<file path="config.mk">
export PLATFORM = sky130hd
export DESIGN_NAME = ext_key_addr_match_irq
export DESIGN_NICKNAME = d
export VERILOG_FILES = /design/src/include/irq_src_pkg.sv /design/src/rtl/level_filter.sv /design/src/rtl/key_edge_detect.sv /design/src/rtl/ext_key_addr_match_irq.sv
export SDC_FILE = /design/constraint.sdc
export NUM_CORES = 1
export LEC_CHECK = 0
export BUFFER_PORTS_ARGS = -buffer_cell sky130_fd_sc_hd__buf_2
export CAP_MARGIN = 10
export CORE_ASPECT_RATIO = 0.75
export CORE_UTILIZATION = 52
export CTS_CLUSTER_DIAMETER = 80
export DETAILED_ROUTE_END_ITERATION = 16
export GPL_TIMING_DRIVEN = 0
export PLACE_DENSITY = 0.76
export SYNTH_ARGS = -nofsm -noshare
export SYNTH_HDL_FRONTEND = slang
export SYNTH_SLANG_ARGS = --single-unit
export TNS_END_PERCENT = 10
</file>
<file path="constraint.sdc">
create_clock -name aclk -period 3.25 [get_ports aclk]
set_input_delay 0.1625 -clock aclk [delete_from_list [all_inputs] [get_ports aclk]]
set_output_delay 0.1625 -clock aclk [all_outputs]
set_load 0.005 [all_outputs]
</file>
<file path="src/include/irq_src_pkg.sv">
/*
 * constants shared by the external, key and address match interrupt block:
 * register offsets, field positions, reset values and clock prescale taps.
 * assumes a 32-bit AXI4-Lite register port with word-aligned registers.
 */
`default_nettype none
package irq_src_pkg;
	// ----------------------------------------------------------------
	// register map
	// ----------------------------------------------------------------
	localparam logic [7:0] KEY_IRQ_ENABLE_POLARITY_IDX = 8'h98;
	localparam logic [7:0] TIMER_C_CONTROL_A_IDX       = 8'h9A;
	localparam logic [7:0] TIMER_C_CONTROL_B_IDX       = 8'h9B;
	localparam logic [7:0] IRQ_STATUS_IDX              = 8'hA0;
	localparam logic [7:0] MATCH_CONTROL_IDX           = 8'hA1;
	localparam logic [7:0] MATCH_ADDR0_IDX             = 8'hA2;
	localparam logic [7:0] MATCH_ADDR1_IDX             = 8'hA3;
	localparam logic [7:0] TIMER_COMPARE0_IDX          = 8'hA4;
	localparam logic [7:0] TIMER_COMPARE1_IDX          = 8'hA5;
	localparam int          ADDR_W                     = 10;
	localparam logic [7:0]  REG_RESET                  = 8'h00;
	localparam logic [1:0]  RESP_OKAY                  = 2'h0;
	localparam logic [1:0]  RESP_SLVERR                = 2'h2;

	// ----------------------------------------------------------------
	// timer_c_control_a fields
	// ----------------------------------------------------------------
	localparam int CTA_RUN      = 0;
	localparam int CTA_SRC_LO   = 1;
	localparam int CTA_POL_LO   = 3;
	localparam int CTA_TIMING   = 6;
	localparam int CTA_INSWITCH = 7;

	// ----------------------------------------------------------------
	// timer_c_control_b fields
	// ----------------------------------------------------------------
	localparam int CTB_FILT_LO  = 0;
	localparam int CTB_RELOAD   = 2;
	localparam int CTB_CCSEL    = 3;
	localparam int CTB_M0_LO    = 4;
	localparam int CTB_M1_LO    = 6;

	// ----------------------------------------------------------------
	// encodings
	// ----------------------------------------------------------------
	localparam logic [1:0] SRC_DIV1   = 2'h0;
	localparam logic [1:0] SRC_DIV8   = 2'h1;
	localparam logic [1:0] SRC_DIV32  = 2'h2;
	localparam logic [1:0] SRC_FAST   = 2'h3;
	localparam logic [1:0] POL_RISE   = 2'h0;
	localparam logic [1:0] POL_FALL   = 2'h1;
	localparam logic [1:0] POL_BOTH   = 2'h2;
	localparam logic [1:0] FILT_NONE  = 2'h0;
	localparam logic [1:0] FILT_DIV1  = 2'h1;
	localparam logic [1:0] FILT_DIV8  = 2'h2;
	localparam logic [1:0] OUT_HOLD   = 2'h0;
	localparam logic [1:0] OUT_TOGGLE = 2'h1;
	localparam logic [1:0] OUT_LOW    = 2'h2;
	localparam int         FILT_MATCHES = 3;
	localparam int         KEY_PINS     = 4;
	localparam logic [4:0] PRESCALE_MASK8  = 5'h07;
	localparam logic [4:0] PRESCALE_MASK32 = 5'h1F;
	localparam logic [15:0] COUNT_CLEAR    = 16'h0000;
	localparam logic [19:0] RET_STEP_SHORT = 20'h00001;
	localparam logic [19:0] RET_STEP_LONG  = 20'h00002;
endpackage
`default_nettype wire

</file>
<file path="src/rtl/level_filter.sv">
/*
 * three-sample digital level filter with edge detect on the accepted level.
 * assumes sample_tick is a one-cycle strobe in the aclk domain.
 */
`default_nettype none
`timescale 1ns/1ps
module level_filter
(
	input  wire logic aclk,        // system clock
	input  wire logic aresetn,     // synchronous reset, low
	input  wire logic bypass,      // pass raw input straight through
	input  wire logic sample_tick, // sampling strobe
	input  wire logic raw_in,      // unfiltered level
	output logic      level,       // accepted level
	output logic      rise,        // accepted rising edge pulse
	output logic      fall         // accepted falling edge pulse
);
	logic [1:0] hist;
	logic       level_q;
	logic       agree;
	logic       next_level;

	// ----------------------------------------------------------------
	// acceptance
	// ----------------------------------------------------------------
	// accept only three equal samples in a row
	assign agree      = (hist[0] == raw_in) && (hist[1] == raw_in);
	assign next_level = bypass ? raw_in : ((sample_tick && agree) ? raw_in : level_q);
	assign level      = level_q;
	assign rise       = next_level && !level_q;
	assign fall       = !next_level && level_q;

	// sample history and held level
	always_ff @(posedge aclk)
	begin
		if (!aresetn)
		begin
			hist    <= 2'h0;
			level_q <= 1'b0;
		end
		else
		begin
			if (sample_tick)
				hist <= {hist[0], raw_in};
			level_q <= next_level;
		end
	end
endmodule
`default_nettype wire

</file>
<file path="src/rtl/key_edge_detect.sv">
/*
 * key input edge detection with per-pin enable and polarity and the
 * active-level lockout between pins. assumes synchronous key inputs.
 */
`default_nettype none
`timescale 1ns/1ps
module key_edge_detect
(
	input  wire logic       aclk,      // system clock
	input  wire logic       aresetn,   // synchronous reset, low
	input  wire logic [7:0] cfg,       // enable/polarity pairs
	input  wire logic [3:0] key_in,    // key pins
	output logic            key_event  // combined edge pulse
);
	logic [3:0] prev;
	logic [3:0] en;
	logic [3:0] pol;
	logic [3:0] active_now;
	logic [3:0] active_was;
	logic [3:0] hit;
	logic [3:0] held_other;

	// ----------------------------------------------------------------
	// per-pin decode
	// ----------------------------------------------------------------
	genvar i;
	generate
		for (i = 0; i < irq_src_pkg::KEY_PINS; i++)
		begin : g_pin
			assign en[i]  = cfg[2 * i];
			assign pol[i] = cfg[2 * i + 1];
			assign active_now[i] = en[i] && (key_in[i] == pol[i]);
			assign active_was[i] = en[i] && (prev[i] == pol[i]);
			assign hit[i] = active_now[i] && !active_was[i];
			// another enabled pin already resting at its active level
			assign held_other[i] = |(active_was & ~(4'h1 << i));
		end
	endgenerate

	// one shared event for all pins
	assign key_event = |(hit & ~held_other);

	// previous pin levels
	always_ff @(posedge aclk)
	begin
		if (!aresetn)
			prev <= 4'hF;
		else
			prev <= key_in;
	end
endmodule
`default_nettype wire

</file>
<file path="src/rtl/ext_key_addr_match_irq.sv">
/*
 * interrupt sources: third external line with filter and timer C control,
 * four key inputs, two address match channels; AXI4-Lite register port.
 * assumes synchronous pins, one clock, cpu sequencer acks requests.
 */
// Local design decision: the AXI4-Lite register port.
`default_nettype none
`timescale 1ns/1ps
module ext_key_addr_match_irq
(
	input  wire logic        aclk,           // system clock
	input  wire logic        aresetn,        // synchronous reset, low
	input  wire logic [9:0]  s_axi_awaddr,   // write address
	input  wire logic        s_axi_awvalid,  // write address valid
	output logic             s_axi_awready,  // write address ready
	input  wire logic [31:0] s_axi_wdata,    // write data
	input  wire logic [3:0]  s_axi_wstrb,    // write strobes
	input  wire logic        s_axi_wvalid,   // write data valid
	output logic             s_axi_wready,   // write data ready
	output logic [1:0]       s_axi_bresp,    // write response
	output logic             s_axi_bvalid,   // write response valid
	input  wire logic        s_axi_bready,   // write response ready
	input  wire logic [9:0]  s_axi_araddr,   // read address
	input  wire logic        s_axi_arvalid,  // read address valid
	output logic             s_axi_arready,  // read address ready
	output logic [31:0]      s_axi_rdata,    // read data
	output logic [1:0]       s_axi_rresp,    // read response
	output logic             s_axi_rvalid,   // read data valid
	input  wire logic        s_axi_rready,   // read data ready
	input  wire logic        ext_irq_line_three, // external line pin
	input  wire logic        slow_osc_div_tick,  // slow oscillator /128
	input  wire logic        fast_osc_clock,     // fast oscillator tick
	input  wire logic [3:0]  key_in,         // key pins, zero to three
	input  wire logic [19:0] fetch_addr,     // next instruction address
	input  wire logic        fetch_valid,    // instruction about to run
	input  wire logic        fetch_short,    // 16-bit or listed short form
	input  wire logic        ext3_ack,       // cpu took external request
	input  wire logic        key_ack,        // cpu took key request
	input  wire logic        match_ack,      // cpu took match request
	output logic             ext3_request,   // external line request flag
	output logic             key_request,    // key request flag
	output logic             key_wakeup,     // wake from wait or stop
	output logic             match_request,  // address match request
	output logic [19:0]      match_return,   // return address to push
	output logic             compare_out_pin // compare output
);
	// ----------------------------------------------------------------
	// registers
	// ----------------------------------------------------------------
	logic [7:0]  ctl_a;
	logic [7:0]  ctl_b;
	logic [7:0]  key_cfg;
	logic [1:0]  match_en;
	logic [19:0] match_addr0;
	logic [19:0] match_addr1;
	logic [15:0] cmp0;
	logic [15:0] cmp1;
	logic [15:0] timer_count_value;
	logic [4:0]  prescale;
	logic        aw_held;
	logic        w_held;
	logic [9:0]  aw_addr;
	logic [31:0] w_data;
	logic [3:0]  w_strb;

	// ----------------------------------------------------------------
	// field decode
	// ----------------------------------------------------------------
	wire       count_run_bit     = ctl_a[irq_src_pkg::CTA_RUN];
	wire [1:0] count_src         = ctl_a[irq_src_pkg::CTA_SRC_LO +: 2];
	wire [1:0] ext3_polarity     = ctl_a[irq_src_pkg::CTA_POL_LO +: 2];
	wire       ext3_timing_sel   = ctl_a[irq_src_pkg::CTA_TIMING];
	wire       ext3_input_switch = ctl_a[irq_src_pkg::CTA_INSWITCH];
	wire [1:0] ext3_filter_sel   = ctl_b[irq_src_pkg::CTB_FILT_LO +: 2];
	wire       reload_on_match1  = ctl_b[irq_src_pkg::CTB_RELOAD];
	wire       capture_compare_sel = ctl_b[irq_src_pkg::CTB_CCSEL];
	wire [1:0] match0_out_mode   = ctl_b[irq_src_pkg::CTB_M0_LO +: 2];
	wire [1:0] match1_out_mode   = ctl_b[irq_src_pkg::CTB_M1_LO +: 2];

	// ----------------------------------------------------------------
	// prescaler taps
	// ----------------------------------------------------------------
	wire sys_clock_undivided     = 1'b1;
	wire sys_clock_div_eight     = (prescale & irq_src_pkg::PRESCALE_MASK8) == 5'h00;
	wire sys_clock_div_thirtytwo = (prescale & irq_src_pkg::PRESCALE_MASK32) == 5'h00;

	// count clock tick selected by the count source field
	wire count_tick = (count_src == irq_src_pkg::SRC_DIV1)  ? sys_clock_undivided :
	                  (count_src == irq_src_pkg::SRC_DIV8)  ? sys_clock_div_eight :
	                  (count_src == irq_src_pkg::SRC_DIV32) ? sys_clock_div_thirtytwo :
	                  fast_osc_clock;

	// filter sampling tick
	wire filt_tick = (ext3_filter_sel == irq_src_pkg::FILT_DIV1) ? sys_clock_undivided :
	                 (ext3_filter_sel == irq_src_pkg::FILT_DIV8) ? sys_clock_div_eight :
	                 sys_clock_div_thirtytwo;
	wire filt_bypass = (ext3_filter_sel == irq_src_pkg::FILT_NONE);

	// ----------------------------------------------------------------
	// external line three source and edge
	// ----------------------------------------------------------------
	wire ext3_source = ext3_input_switch ? slow_osc_div_tick : ext_irq_line_three;
	wire ext3_rise;
	wire ext3_fall;

	level_filter u_filter
	(
		.aclk        (aclk),
		.aresetn     (aresetn),
		.bypass      (filt_bypass),
		.sample_tick (filt_tick),
		.raw_in      (ext3_source),
		.level       (),
		.rise        (ext3_rise),
		.fall        (ext3_fall)
	);

	// polarity selection; the unused code detects nothing
	wire ext3_edge = (ext3_polarity == irq_src_pkg::POL_RISE) ? ext3_rise :
	                 (ext3_polarity == irq_src_pkg::POL_FALL) ? ext3_fall :
	                 (ext3_polarity == irq_src_pkg::POL_BOTH) ? (ext3_rise || ext3_fall) : 1'b0;

	// immediate when timing bit set, compare mode, or filtered
	wire ext3_immediate = ext3_timing_sel || capture_compare_sel || !filt_bypass;
	logic ext3_pending;
	wire  ext3_fire = ext3_immediate ? ext3_edge : (count_tick && (ext3_pending || ext3_edge));

	// config rewrite of input switch, timing or polarity fields may raise the flag
	wire ctl_a_write;
	wire [7:0] ctl_a_new;
	wire ext3_cfg_change = ctl_a_write &&
		((ctl_a_new[7:6] != ctl_a[7:6]) || (ctl_a_new[4:3] != ctl_a[4:3])) && (ext3_source != 1'b0);

	// ----------------------------------------------------------------
	// timer C counter and compare output
	// ----------------------------------------------------------------
	wire match0 = capture_compare_sel && count_run_bit && count_tick && (timer_count_value == cmp0);
	wire match1 = count_run_bit && count_tick && (timer_count_value == cmp1);

	// compare output action for a match with a given mode
	function automatic logic out_next(input logic cur, input logic [1:0] mode);
		out_next = (mode == irq_src_pkg::OUT_HOLD)   ? cur :
		           (mode == irq_src_pkg::OUT_TOGGLE) ? !cur :
		           (mode == irq_src_pkg::OUT_LOW)    ? 1'b0 : 1'b1;
	endfunction

	wire out_after0 = match0 ? out_next(compare_out_pin, match0_out_mode) : compare_out_pin;
	wire out_after1 = (match1 && capture_compare_sel) ? out_next(out_after0, match1_out_mode) : out_after0;

	// counter step
	wire [15:0] next_count = (match1 && reload_on_match1) ? irq_src_pkg::COUNT_CLEAR :
	                         (count_run_bit && count_tick) ? 16'(timer_count_value + 16'h0001) :
	                         timer_count_value;

	// prescaler, count and compare output
	always_ff @(posedge aclk)
	begin
		if (!aresetn)
		begin
			prescale          <= 5'h00;
			timer_count_value <= 16'h0000;
			compare_out_pin   <= 1'b0;
		end
		else
		begin
			prescale          <= 5'(prescale + 5'h01);
			timer_count_value <= next_count;
			compare_out_pin   <= out_after1;
		end
	end

	// ----------------------------------------------------------------
	// key inputs
	// ----------------------------------------------------------------
	wire key_event;

	key_edge_detect u_keys
	(
		.aclk      (aclk),
		.aresetn   (aresetn),
		.cfg       (key_cfg),
		.key_in    (key_in),
		.key_event (key_event)
	);

	// ----------------------------------------------------------------
	// address match
	// ----------------------------------------------------------------
	wire hit0 = match_en[0] && fetch_valid && (fetch_addr == match_addr0);
	wire hit1 = match_en[1] && fetch_valid && (fetch_addr == match_addr1);
	wire [19:0] hit_base = hit0 ? match_addr0 : match_addr1;
	wire [19:0] ret_addr = 20'(hit_base + (fetch_short ? irq_src_pkg::RET_STEP_LONG
	                                                   : irq_src_pkg::RET_STEP_SHORT));

	// request flags: set wins over acknowledge
	always_ff @(posedge aclk)
	begin
		if (!aresetn)
		begin
			ext3_pending  <= 1'b0;
			ext3_request  <= 1'b0;
			key_request   <= 1'b0;
			key_wakeup    <= 1'b0;
			match_request <= 1'b0;
			match_return  <= 20'h00000;
		end
		else
		begin
			ext3_pending  <= ext3_immediate ? 1'b0 : ((ext3_pending || ext3_edge) && !count_tick);
			ext3_request  <= ext3_fire || ext3_cfg_change || (ext3_request && !ext3_ack);
			key_request   <= key_event || (key_request && !key_ack);
			key_wakeup    <= key_event;
			// no global enable or priority level gates this flag
			match_request <= hit0 || hit1 || (match_request && !match_ack);
			if (hit0 || hit1)
				match_return <= ret_addr;
		end
	end

	// ----------------------------------------------------------------
	// AXI4-Lite slave
	// ----------------------------------------------------------------
	wire [9:0]  wa  = aw_held ? aw_addr : s_axi_awaddr;
	wire [31:0] wd  = w_held ? w_data : s_axi_wdata;
	wire [3:0]  ws  = w_held ? w_strb : s_axi_wstrb;
	wire        wr_go = (aw_held || s_axi_awvalid) && (w_held || s_axi_wvalid) && !s_axi_bvalid;
	wire [7:0]  widx  = wa[9:2];
	wire        wsel_key = wr_go && (widx == irq_src_pkg::KEY_IRQ_ENABLE_POLARITY_IDX);
	wire        wsel_a   = wr_go && (widx == irq_src_pkg::TIMER_C_CONTROL_A_IDX);
	wire        wsel_b   = wr_go && (widx == irq_src_pkg::TIMER_C_CONTROL_B_IDX);
	wire        wsel_me  = wr_go && (widx == irq_src_pkg::MATCH_CONTROL_IDX);
	wire        wsel_m0  = wr_go && (widx == irq_src_pkg::MATCH_ADDR0_IDX);
	wire        wsel_m1  = wr_go && (widx == irq_src_pkg::MATCH_ADDR1_IDX);
	wire        wsel_c0  = wr_go && (widx == irq_src_pkg::TIMER_COMPARE0_IDX);
	wire        wsel_c1  = wr_go && (widx == irq_src_pkg::TIMER_COMPARE1_IDX);
	wire        wmapped  = wsel_key || wsel_a || wsel_b || wsel_me || wsel_m0 || wsel_m1 || wsel_c0 || wsel_c1
	                       || (widx == irq_src_pkg::IRQ_STATUS_IDX);
	assign ctl_a_write = aw_held && w_held && wsel_a && ws[0]; // one strobe, at the commit
	assign ctl_a_new   = wd[7:0];

	// byte-lane merge for wide registers
	function automatic logic [31:0] merge(input logic [31:0] old, input logic [31:0] d, input logic [3:0] s);
		for (int b = 0; b < 4; b++)
			merge[8 * b +: 8] = s[b] ? d[8 * b +: 8] : old[8 * b +: 8];
	endfunction

	// read decode
	wire [7:0]  ridx = s_axi_araddr[9:2];
	wire [31:0] rmux =
		(ridx == irq_src_pkg::KEY_IRQ_ENABLE_POLARITY_IDX) ? {24'h000000, key_cfg} :
		(ridx == irq_src_pkg::TIMER_C_CONTROL_A_IDX) ? {24'h000000, ctl_a} :
		(ridx == irq_src_pkg::TIMER_C_CONTROL_B_IDX) ? {24'h000000, ctl_b} :
		(ridx == irq_src_pkg::IRQ_STATUS_IDX) ? {28'h0000000, compare_out_pin, match_request, key_request, ext3_request} :
		(ridx == irq_src_pkg::MATCH_CONTROL_IDX) ? {30'h00000000, match_en} :
		(ridx == irq_src_pkg::MATCH_ADDR0_IDX) ? {12'h000, match_addr0} :
		(ridx == irq_src_pkg::MATCH_ADDR1_IDX) ? {12'h000, match_addr1} :
		(ridx == irq_src_pkg::TIMER_COMPARE0_IDX) ? {16'h0000, cmp0} :
		(ridx == irq_src_pkg::TIMER_COMPARE1_IDX) ? {16'h0000, cmp1} : 32'h00000000;
	wire rmapped = (ridx == irq_src_pkg::KEY_IRQ_ENABLE_POLARITY_IDX) || (ridx == irq_src_pkg::TIMER_C_CONTROL_A_IDX)
	            || (ridx == irq_src_pkg::TIMER_C_CONTROL_B_IDX) || (ridx == irq_src_pkg::IRQ_STATUS_IDX)
	            || (ridx == irq_src_pkg::MATCH_CONTROL_IDX) || (ridx == irq_src_pkg::MATCH_ADDR0_IDX)
	            || (ridx == irq_src_pkg::MATCH_ADDR1_IDX) || (ridx == irq_src_pkg::TIMER_COMPARE0_IDX)
	            || (ridx == irq_src_pkg::TIMER_COMPARE1_IDX);
	wire rd_go = s_axi_arvalid && s_axi_arready;

	// write channel holding and response
	always_ff @(posedge aclk)
	begin
		if (!aresetn)
		begin
			aw_held <= 1'b0;
			w_held  <= 1'b0;
			aw_addr <= 10'h000;
			w_data  <= 32'h00000000;
			w_strb  <= 4'h0;
			s_axi_awready <= 1'b0;
			s_axi_wready  <= 1'b0;
			s_axi_bvalid  <= 1'b0;
			s_axi_bresp   <= irq_src_pkg::RESP_OKAY;
		end
		else
		begin
			s_axi_awready <= !aw_held && !s_axi_awready && s_axi_awvalid && !s_axi_bvalid;
			s_axi_wready  <= !w_held && !s_axi_wready && s_axi_wvalid && !s_axi_bvalid;
			if (s_axi_awvalid && s_axi_awready)
			begin
				aw_held <= 1'b1;
				aw_addr <= s_axi_awaddr;
			end
			if (s_axi_wvalid && s_axi_wready)
			begin
				w_held <= 1'b1;
				w_data <= s_axi_wdata;
				w_strb <= s_axi_wstrb;
			end
			if (aw_held && w_held && !s_axi_bvalid)
			begin
				aw_held      <= 1'b0;
				w_held       <= 1'b0;
				s_axi_bvalid <= 1'b1;
				s_axi_bresp  <= wmapped ? irq_src_pkg::RESP_OKAY : irq_src_pkg::RESP_SLVERR;
			end
			else if (s_axi_bvalid && s_axi_bready)
				s_axi_bvalid <= 1'b0;
		end
	end

	// register storage, written once both halves are held
	wire commit = aw_held && w_held && !s_axi_bvalid;
	always_ff @(posedge aclk)
	begin
		if (!aresetn)
		begin
			key_cfg     <= irq_src_pkg::REG_RESET;
			ctl_a       <= irq_src_pkg::REG_RESET;
			ctl_b       <= irq_src_pkg::REG_RESET;
			match_en    <= 2'h0;
			match_addr0 <= 20'h00000;
			match_addr1 <= 20'h00000;
			cmp0        <= 16'hFFFF;
			cmp1        <= 16'hFFFF;
		end
		else if (commit && ws[0])
		begin
			if (wsel_key) key_cfg <= wd[7:0];
			if (wsel_a)   ctl_a   <= {wd[7:6], 1'b0, wd[4:0]};
			if (wsel_b)   ctl_b   <= wd[7:0];
			if (wsel_me)  match_en <= wd[1:0];
			if (wsel_m0)  match_addr0 <= 20'(merge({12'h000, match_addr0}, wd, ws));
			if (wsel_m1)  match_addr1 <= 20'(merge({12'h000, match_addr1}, wd, ws));
			if (wsel_c0)  cmp0 <= 16'(merge({16'h0000, cmp0}, wd, ws));
			if (wsel_c1)  cmp1 <= 16'(merge({16'h0000, cmp1}, wd, ws));
		end
	end

	// read channel
	always_ff @(posedge aclk)
	begin
		if (!aresetn)
		begin
			s_axi_arready <= 1'b0;
			s_axi_rvalid  <= 1'b0;
			s_axi_rdata   <= 32'h00000000;
			s_axi_rresp   <= irq_src_pkg::RESP_OKAY;
		end
		else
		begin
			s_axi_arready <= s_axi_arvalid && !s_axi_arready && !s_axi_rvalid;
			if (rd_go)
			begin
				s_axi_rvalid <= 1'b1;
				s_axi_rdata  <= rmux;
				s_axi_rresp  <= rmapped ? irq_src_pkg::RESP_OKAY : irq_src_pkg::RESP_SLVERR;
			end
			else if (s_axi_rvalid && s_axi_rready)
				s_axi_rvalid <= 1'b0;
		end
	end
endmodule
`default_nettype wire

</file>
### Yosys cells after proc, flatten, opt, wreduce, memory -nomap -nowiden

Index checks and enable logic that the tools add are counted.

* multiplexer cells: 40
* add/sub/neg operators: 3
* equality and inequality tests: 44
* reductions and logical operators: 141
* bitwise gates (word level): 3

Operator list (count)
* 2-to-1 mux 20 bit: 9
* == test 8 bit (second input constant): 18
* logical AND 1 bit: 62
* == test 20 bit: 2
* == test 16 bit: 2
* 2-to-1 mux 16 bit: 2
* AND reduction 3 bit: 10
* logical OR 1 bit: 28
* 2-to-1 mux 1 bit: 24
* adder 20 x 2 -> 20 bit: 1
* logical NOT 1 bit: 20
* adder 16 x 1 -> 16 bit (second input constant): 1
* OR reduction 3 bit: 4
* == test 1 bit: 10
* == test 2 x 1 -> 1 bit (second input constant): 5
* == test 2 bit (second input constant): 5
* logical NOT 2 bit: 5
* logical NOT 5 bit: 2
* 2-to-1 mux 10 bit: 1
* AND reduction 2 bit: 4
* 2-to-1 mux 2 bit: 3
* OR reduction 2 bit: 3
* adder 5 x 1 -> 5 bit (second input constant): 1
* bitwise AND 4 bit: 1
* 6 further kinds: 8

* word-level logic and storage cells: 270
* output and inout port bits: 66
* register bits after elaboration: 227
* bits of input ports: 95

### Longest topological paths before layout

* depth in word-level cells: 17
* gate-level depth with buffers: 19
* depth with buffers taken out: 16

### By module

Synthesis repeated with hierarchy kept, for this count alone.

* cell total of the unflattened synthesis: 1344
* area total of the unflattened synthesis: 11096.9 um^2

By module, submodules not included
* ext_key_addr_match_irq: cells each 1298, instances 1, seq. area each 4083.9 um^2, area each 10667.7 um^2
* key_edge_detect: cells each 28, instances 1, seq. area each 80.1 um^2, area each 261.5 um^2
* level_filter: cells each 18, instances 1, seq. area each 60.1 um^2, area each 167.7 um^2

### Worst setup path after synthesis

No wires, ideal clock.

* kind: register -> register
* from: register match_addr0[2]
* to: register match_return[4]
* setup time: 0.070 ns
* arrival: 3.390 ns
* slack: -0.210 ns
* clock period less this slack: 3.460 ns
* data required time: 3.180 ns
* buffers on the path: 6
* stages on the path, launching flop included: 19
* cells stage by stage: dfxtp_1 > buf_2 > xnor2_1 > nand4_1 > nor4_1 > and2_1 > buf_2 > buf_6 > buf_6 > buf_4 > mux2_2 > ha_1 > inv_1 > fa_1 > buf_1 > nor2_1 > xnor2_1 > a211o_1 > a21oi_1

* longest elaborated chain between the ends: 4
* elaborated cells between the ends (all ways): 5
* those cells by class: add/sub: 1; eq/ne: 1; mux: 1; reduce/logical: 2

RTL lines
* start: declaration: RTL line ext_key_addr_match_irq.sv:54 `logic [19:0] match_addr0;`
* start signal: assignment: RTL line ext_key_addr_match_irq.sv:329 `if (wsel_m0) match_addr0 <= 20'(merge({12'h000, match_addr0}, wd, ws));`
* == test 20 bit: RTL line ext_key_addr_match_irq.sv:189 `wire hit0 = match_en[0] && fetch_valid && (fetch_addr == match_addr0);`
* logical AND 1 bit: RTL line ext_key_addr_match_irq.sv:189
* 2-to-1 mux 20 bit: RTL line ext_key_addr_match_irq.sv:191 `wire [19:0] hit_base = hit0 ? match_addr0 : match_addr1;`
* adder 20 x 2 -> 20 bit: RTL line ext_key_addr_match_irq.sv:192 `wire [19:0] ret_addr = 20'(hit_base + (fetch_short ? irq_src_pkg::RET_STEP_LONG`
* end signal: assignment: RTL line ext_key_addr_match_irq.sv:216 `match_return <= ret_addr;`
* end: declaration: RTL line ext_key_addr_match_irq.sv:44 `output logic [19:0] match_return,`

Several ways; a longest one is shown, not always the timed one.
A chain may end at the register's enable or synchronous reset.

### Final worst setup path

* from: register match_addr0[8]
* to: register match_return[12]

Same word-level chain as after synthesis.

==> flow_metrics.tcl <==
set metrics [dict create \
    clock_power_share_pct 45.1 \
    dr.first_iter.drc_count 1289 \
    timing.slew.headroom_pct 36.3 \
    clockBufferDepth 3 \
    synth_cell_types 67 \
    grt_use_total_pct 34.0 \
    synthesis.area_mm2 0.0110 \
    finClkSkew_ns 0.0115 \
    num-nets-final 1616 \
    yosys.cell_count.top_type "sky130_fd_sc_hd__dfxtp_1" \
    avgViaCountPerCell 5.91 \
    max-vdd-ir-drop_v 0.000439 \
    seq_power_share_pct 46.3 \
    total_leakage_power_nw 5.32 \
    start_util_pct 53.6 \
    required_ns 3.63 \
    min_path_type "in2reg" \
    synth_edf_count 0 \
    clock_sinks 211 \
    synth-seq-area-share_pct 38.6 \
    switching_fraction_pct 25.0 \
    fmaxAchievable_ghz 0.323 \
    drive_gt1_share_pct 17.7 \
    coreArea_mm2 0.0204 \
    cts.reportedPaths.clkPinSlew_ns 0.06 \
    async_flop_share_pct 0 \
    cts_root_buf "sky130_fd_sc_hd__clkbuf_16" \
    ys_seq_elements 211 \
    globalRoute.totalOverflow 0 \
    timing.final.max_slew_violations 0 \
    netlist.area_leader.share_pct 38.6 \
    area_delta_synth_final_pct 21.9 \
    period_needed_ns 3.10 \
    firstDrtPassIters 6 \
    route.final.wire_length_mm 37.3 \
    path_max_fanout 12 \
    cts-htree-levels 1 \
    remaining_drc_errors 0 \
    unrepaired_setup_endpoints_after_global_routing "false" \
    die_height_um 128 \
    worstSetupEndpointType "register" \
    antenna_left 0 \
    criticalPathCategory "reg2reg" \
    ratio_of_total_power_to_cell_area_mw_per_mm2 427 \
    holdWs_ns 0.136 \
    synthCells 1306 \
    layout.filler_cells 1713 \
    setup.worst_path.start_class "register" \
    die_w_um 170 \
    dieArea_mm2 0.0217 \
    num_antenna_cells 0 \
    tightestPinTransition_ns 0.956 \
    ys_warn_count 0 \
    rows 45 \
    final.period_utilization_pct 95.3 \
    power.internal_mw 4.28 \
    status "complete, no violations" \
    routabilityCongestion 1.05 \
    synth.area.top_cells "sky130_fd_sc_hd__dfxtp_1 39%, sky130_fd_sc_hd__mux2i_1 8.7%, sky130_fd_sc_hd__xnor2_1 5.8%, sky130_fd_sc_hd__nor2_1 5.3%, sky130_fd_sc_hd__nand2_1 5.2%" \
    io_pins 161 \
    grt_antenna_before_repair 0 \
    synth_top_area_cell "sky130_fd_sc_hd__dfxtp_1" \
    grt_first_pass_wirelength_mm 56.4 \
    dpl_cell_area_mm2 0.0120 \
    numPortBuffers 126 \
    timing.final.setup_violations 0 \
    clock_tree_from_tritoncts "built" \
    total_switching_power_mw 1.43 \
    stdcell_area_mm2 0.0134 \
    dp_hpwl_mm 26.9 \
    maximum_number_of_pins_on_one_net_before_global_route_repair 14 \
    maxCapViolCount 0 \
    cts_buffers 23 \
    report.final.hold_viol_count 0 \
    dr_total_vias 10706 \
    multiInputGateArea_mm2 0.00634 \
    register_area_mm2 0.00424 \
    vias_in_the_first_global_route 9648 \
    timing.critical_path.arrival_ns 3.48 \
    synth.cells.most_frequent "211 x sky130_fd_sc_hd__dfxtp_1, 156 x sky130_fd_sc_hd__nor2_1, 151 x sky130_fd_sc_hd__nand2_1" \
    power_frac_comb_pct 8.7 \
    wire_per_inst_um 20.6 \
    clk_latency_ns 0.53 \
    syn_avg_cell_area_um2 8.39 \
    synth_ff_type "sky130_fd_sc_hd__dfxtp_1" \
]
## per-layer routing
layer,share of wire [%],vias to the layer above,track usage [%]
met1,44,5058,50.2
met5,0,-,0
met4,2.8,0,9.33
li1,-,4956,-
met2,42,611,51.0
met3,10,81,5.53
## logic make-up after synthesis
kind of cell / share of synthesized area (%)
and+or+nand+nor: 22.3
AOI/OAI and AO/OA: 12.8
DFF: 38.6
buffers and inverters: 5.33
muxes: 10.8
xor gates and xnor gates: 9.19
adders and majority gates: 0.982
other: 0.0342
## flip-flops by register name, indices dropped and copies added (netlist names), 2 cells and up
signal / cells
cmp0: 16
u_filter.hist: 2
match_addr0: 20
prescale: 5
key_cfg: 8
match_return: 20
cmp1: 16
ctl_b: 8
ctl_a: 7
w_strb: 3
w_data: 20
match_en: 2
match_addr1: 20
s_axi_rdata: 20
timer_count_value: 16
aw_addr: 8
u_keys.prev: 4
## layout by cell type (no fill, tap or decap), types with 47 or more instances in the layout
cell type and n:
sky130_fd_sc_hd__nand2_1 151, sky130_fd_sc_hd__nand3_1 47, sky130_fd_sc_hd__clkbuf_1 55, sky130_fd_sc_hd__buf_2 142, sky130_fd_sc_hd__xnor2_1 63, sky130_fd_sc_hd__dfxtp_1 199, sky130_fd_sc_hd__nor2_1 156, sky130_fd_sc_hd__mux2i_1 95
sky130_fd_sc_hd__a21oi_1 86
## power by group through the flow
stage | logic [mW] | registers (mW) | clock network, mW
5_1_grt | 0.523 | 2.64 | 2.70
4_1_cts | 0.474 | 2.64 | 2.57
6_report | 0.495 | 2.64 | 2.57
3_5_place_dp | 0.429 | 2.69 | 0
2_1_floorplan | 0.247 | 2.69 | 0
3_3_place_gp | 0.426 | 2.69 | 0
## stage by stage
step / setup slack (ns) / TNS (ns) / util, % / total power [mW] / cells
2_1_floorplan: 0.00465 / 0 / - / 2.94 / 1319
3_3_place_gp: -0.565 / -7.84 / 58.8 / 3.12 / 1727
3_5_place_dp: -0.595 / -8.31 / 58.8 / 3.12 / 1727
4_1_cts: 0.0456 / 0 / 65.3 / 5.69 / 1813
5_1_grt: 0.0590 / 0 / 65.3 / 5.86 / 1811
6_report: 0.153 / 0 / 65.3 / 5.70 / 1811
## path summary, 6_finish.rpt
kind / from / to / slack [ns] / cells past startpoint
hold reg to reg: match_return[7]$_SDFFE_PN0P_ / match_return[7]$_SDFFE_PN0P_ / 0.45 / 2
setup / recovery: match_addr0[8]$_SDFFE_PN0P_ / match_return[12]$_SDFFE_PN0P_ / 0.15 / 14
setup reg to reg: match_addr0[8]$_SDFFE_PN0P_ / match_return[12]$_SDFFE_PN0P_ / 0.15 / 14
hold / removal: fast_osc_clock / ext3_pending$_SDFF_PP0_ / 0.14 / 4
## cell type report
type | instances | area share [%]
inverters | 21 | 0.590
well taps | 282 | 2.64
repair buffers | 174 | 8.39
flip-flops and latches | 211 | 31.7
multi-input cells | 985 | 47.5
plain buffers | 97 | 3.65
clock inverters | 10 | 0.750
clock buffers | 31 | 4.76
## timing repair
| item | 4_1_cts | 5_1_grt |
|---|---|---|
| endpoints found under the hold margin | 42 | 0 |
| cloned | 1 | 0 |
| pin swaps | 8 | 7 |
| setup endpoints to repair | 19 | 11 |
| setup buffers | 5 | 0 |
| hold buffers | 42 | 0 |
| gates resized for setup | 35 | 7 |
## worst max-delay path: stages (launching register included)
cell and delay [ns]:
sky130_fd_sc_hd__dfxtp_1 0.60, sky130_fd_sc_hd__xnor2_1 0.19, sky130_fd_sc_hd__nand4_1 0.12, sky130_fd_sc_hd__nor2_1 0.11, sky130_fd_sc_hd__and2_1 0.15, sky130_fd_sc_hd__buf_6 0.16
sky130_fd_sc_hd__mux2_4 0.32, sky130_fd_sc_hd__ha_4 0.17, sky130_fd_sc_hd__inv_2 0.05, sky130_fd_sc_hd__fa_2 0.36, sky130_fd_sc_hd__buf_6 0.14, sky130_fd_sc_hd__and4b_1 0.18
sky130_fd_sc_hd__xor2_1 0.14, sky130_fd_sc_hd__a22oi_1 0.16, sky130_fd_sc_hd__a21oi_1 0.08
Power figures use the tool's default switching activity.
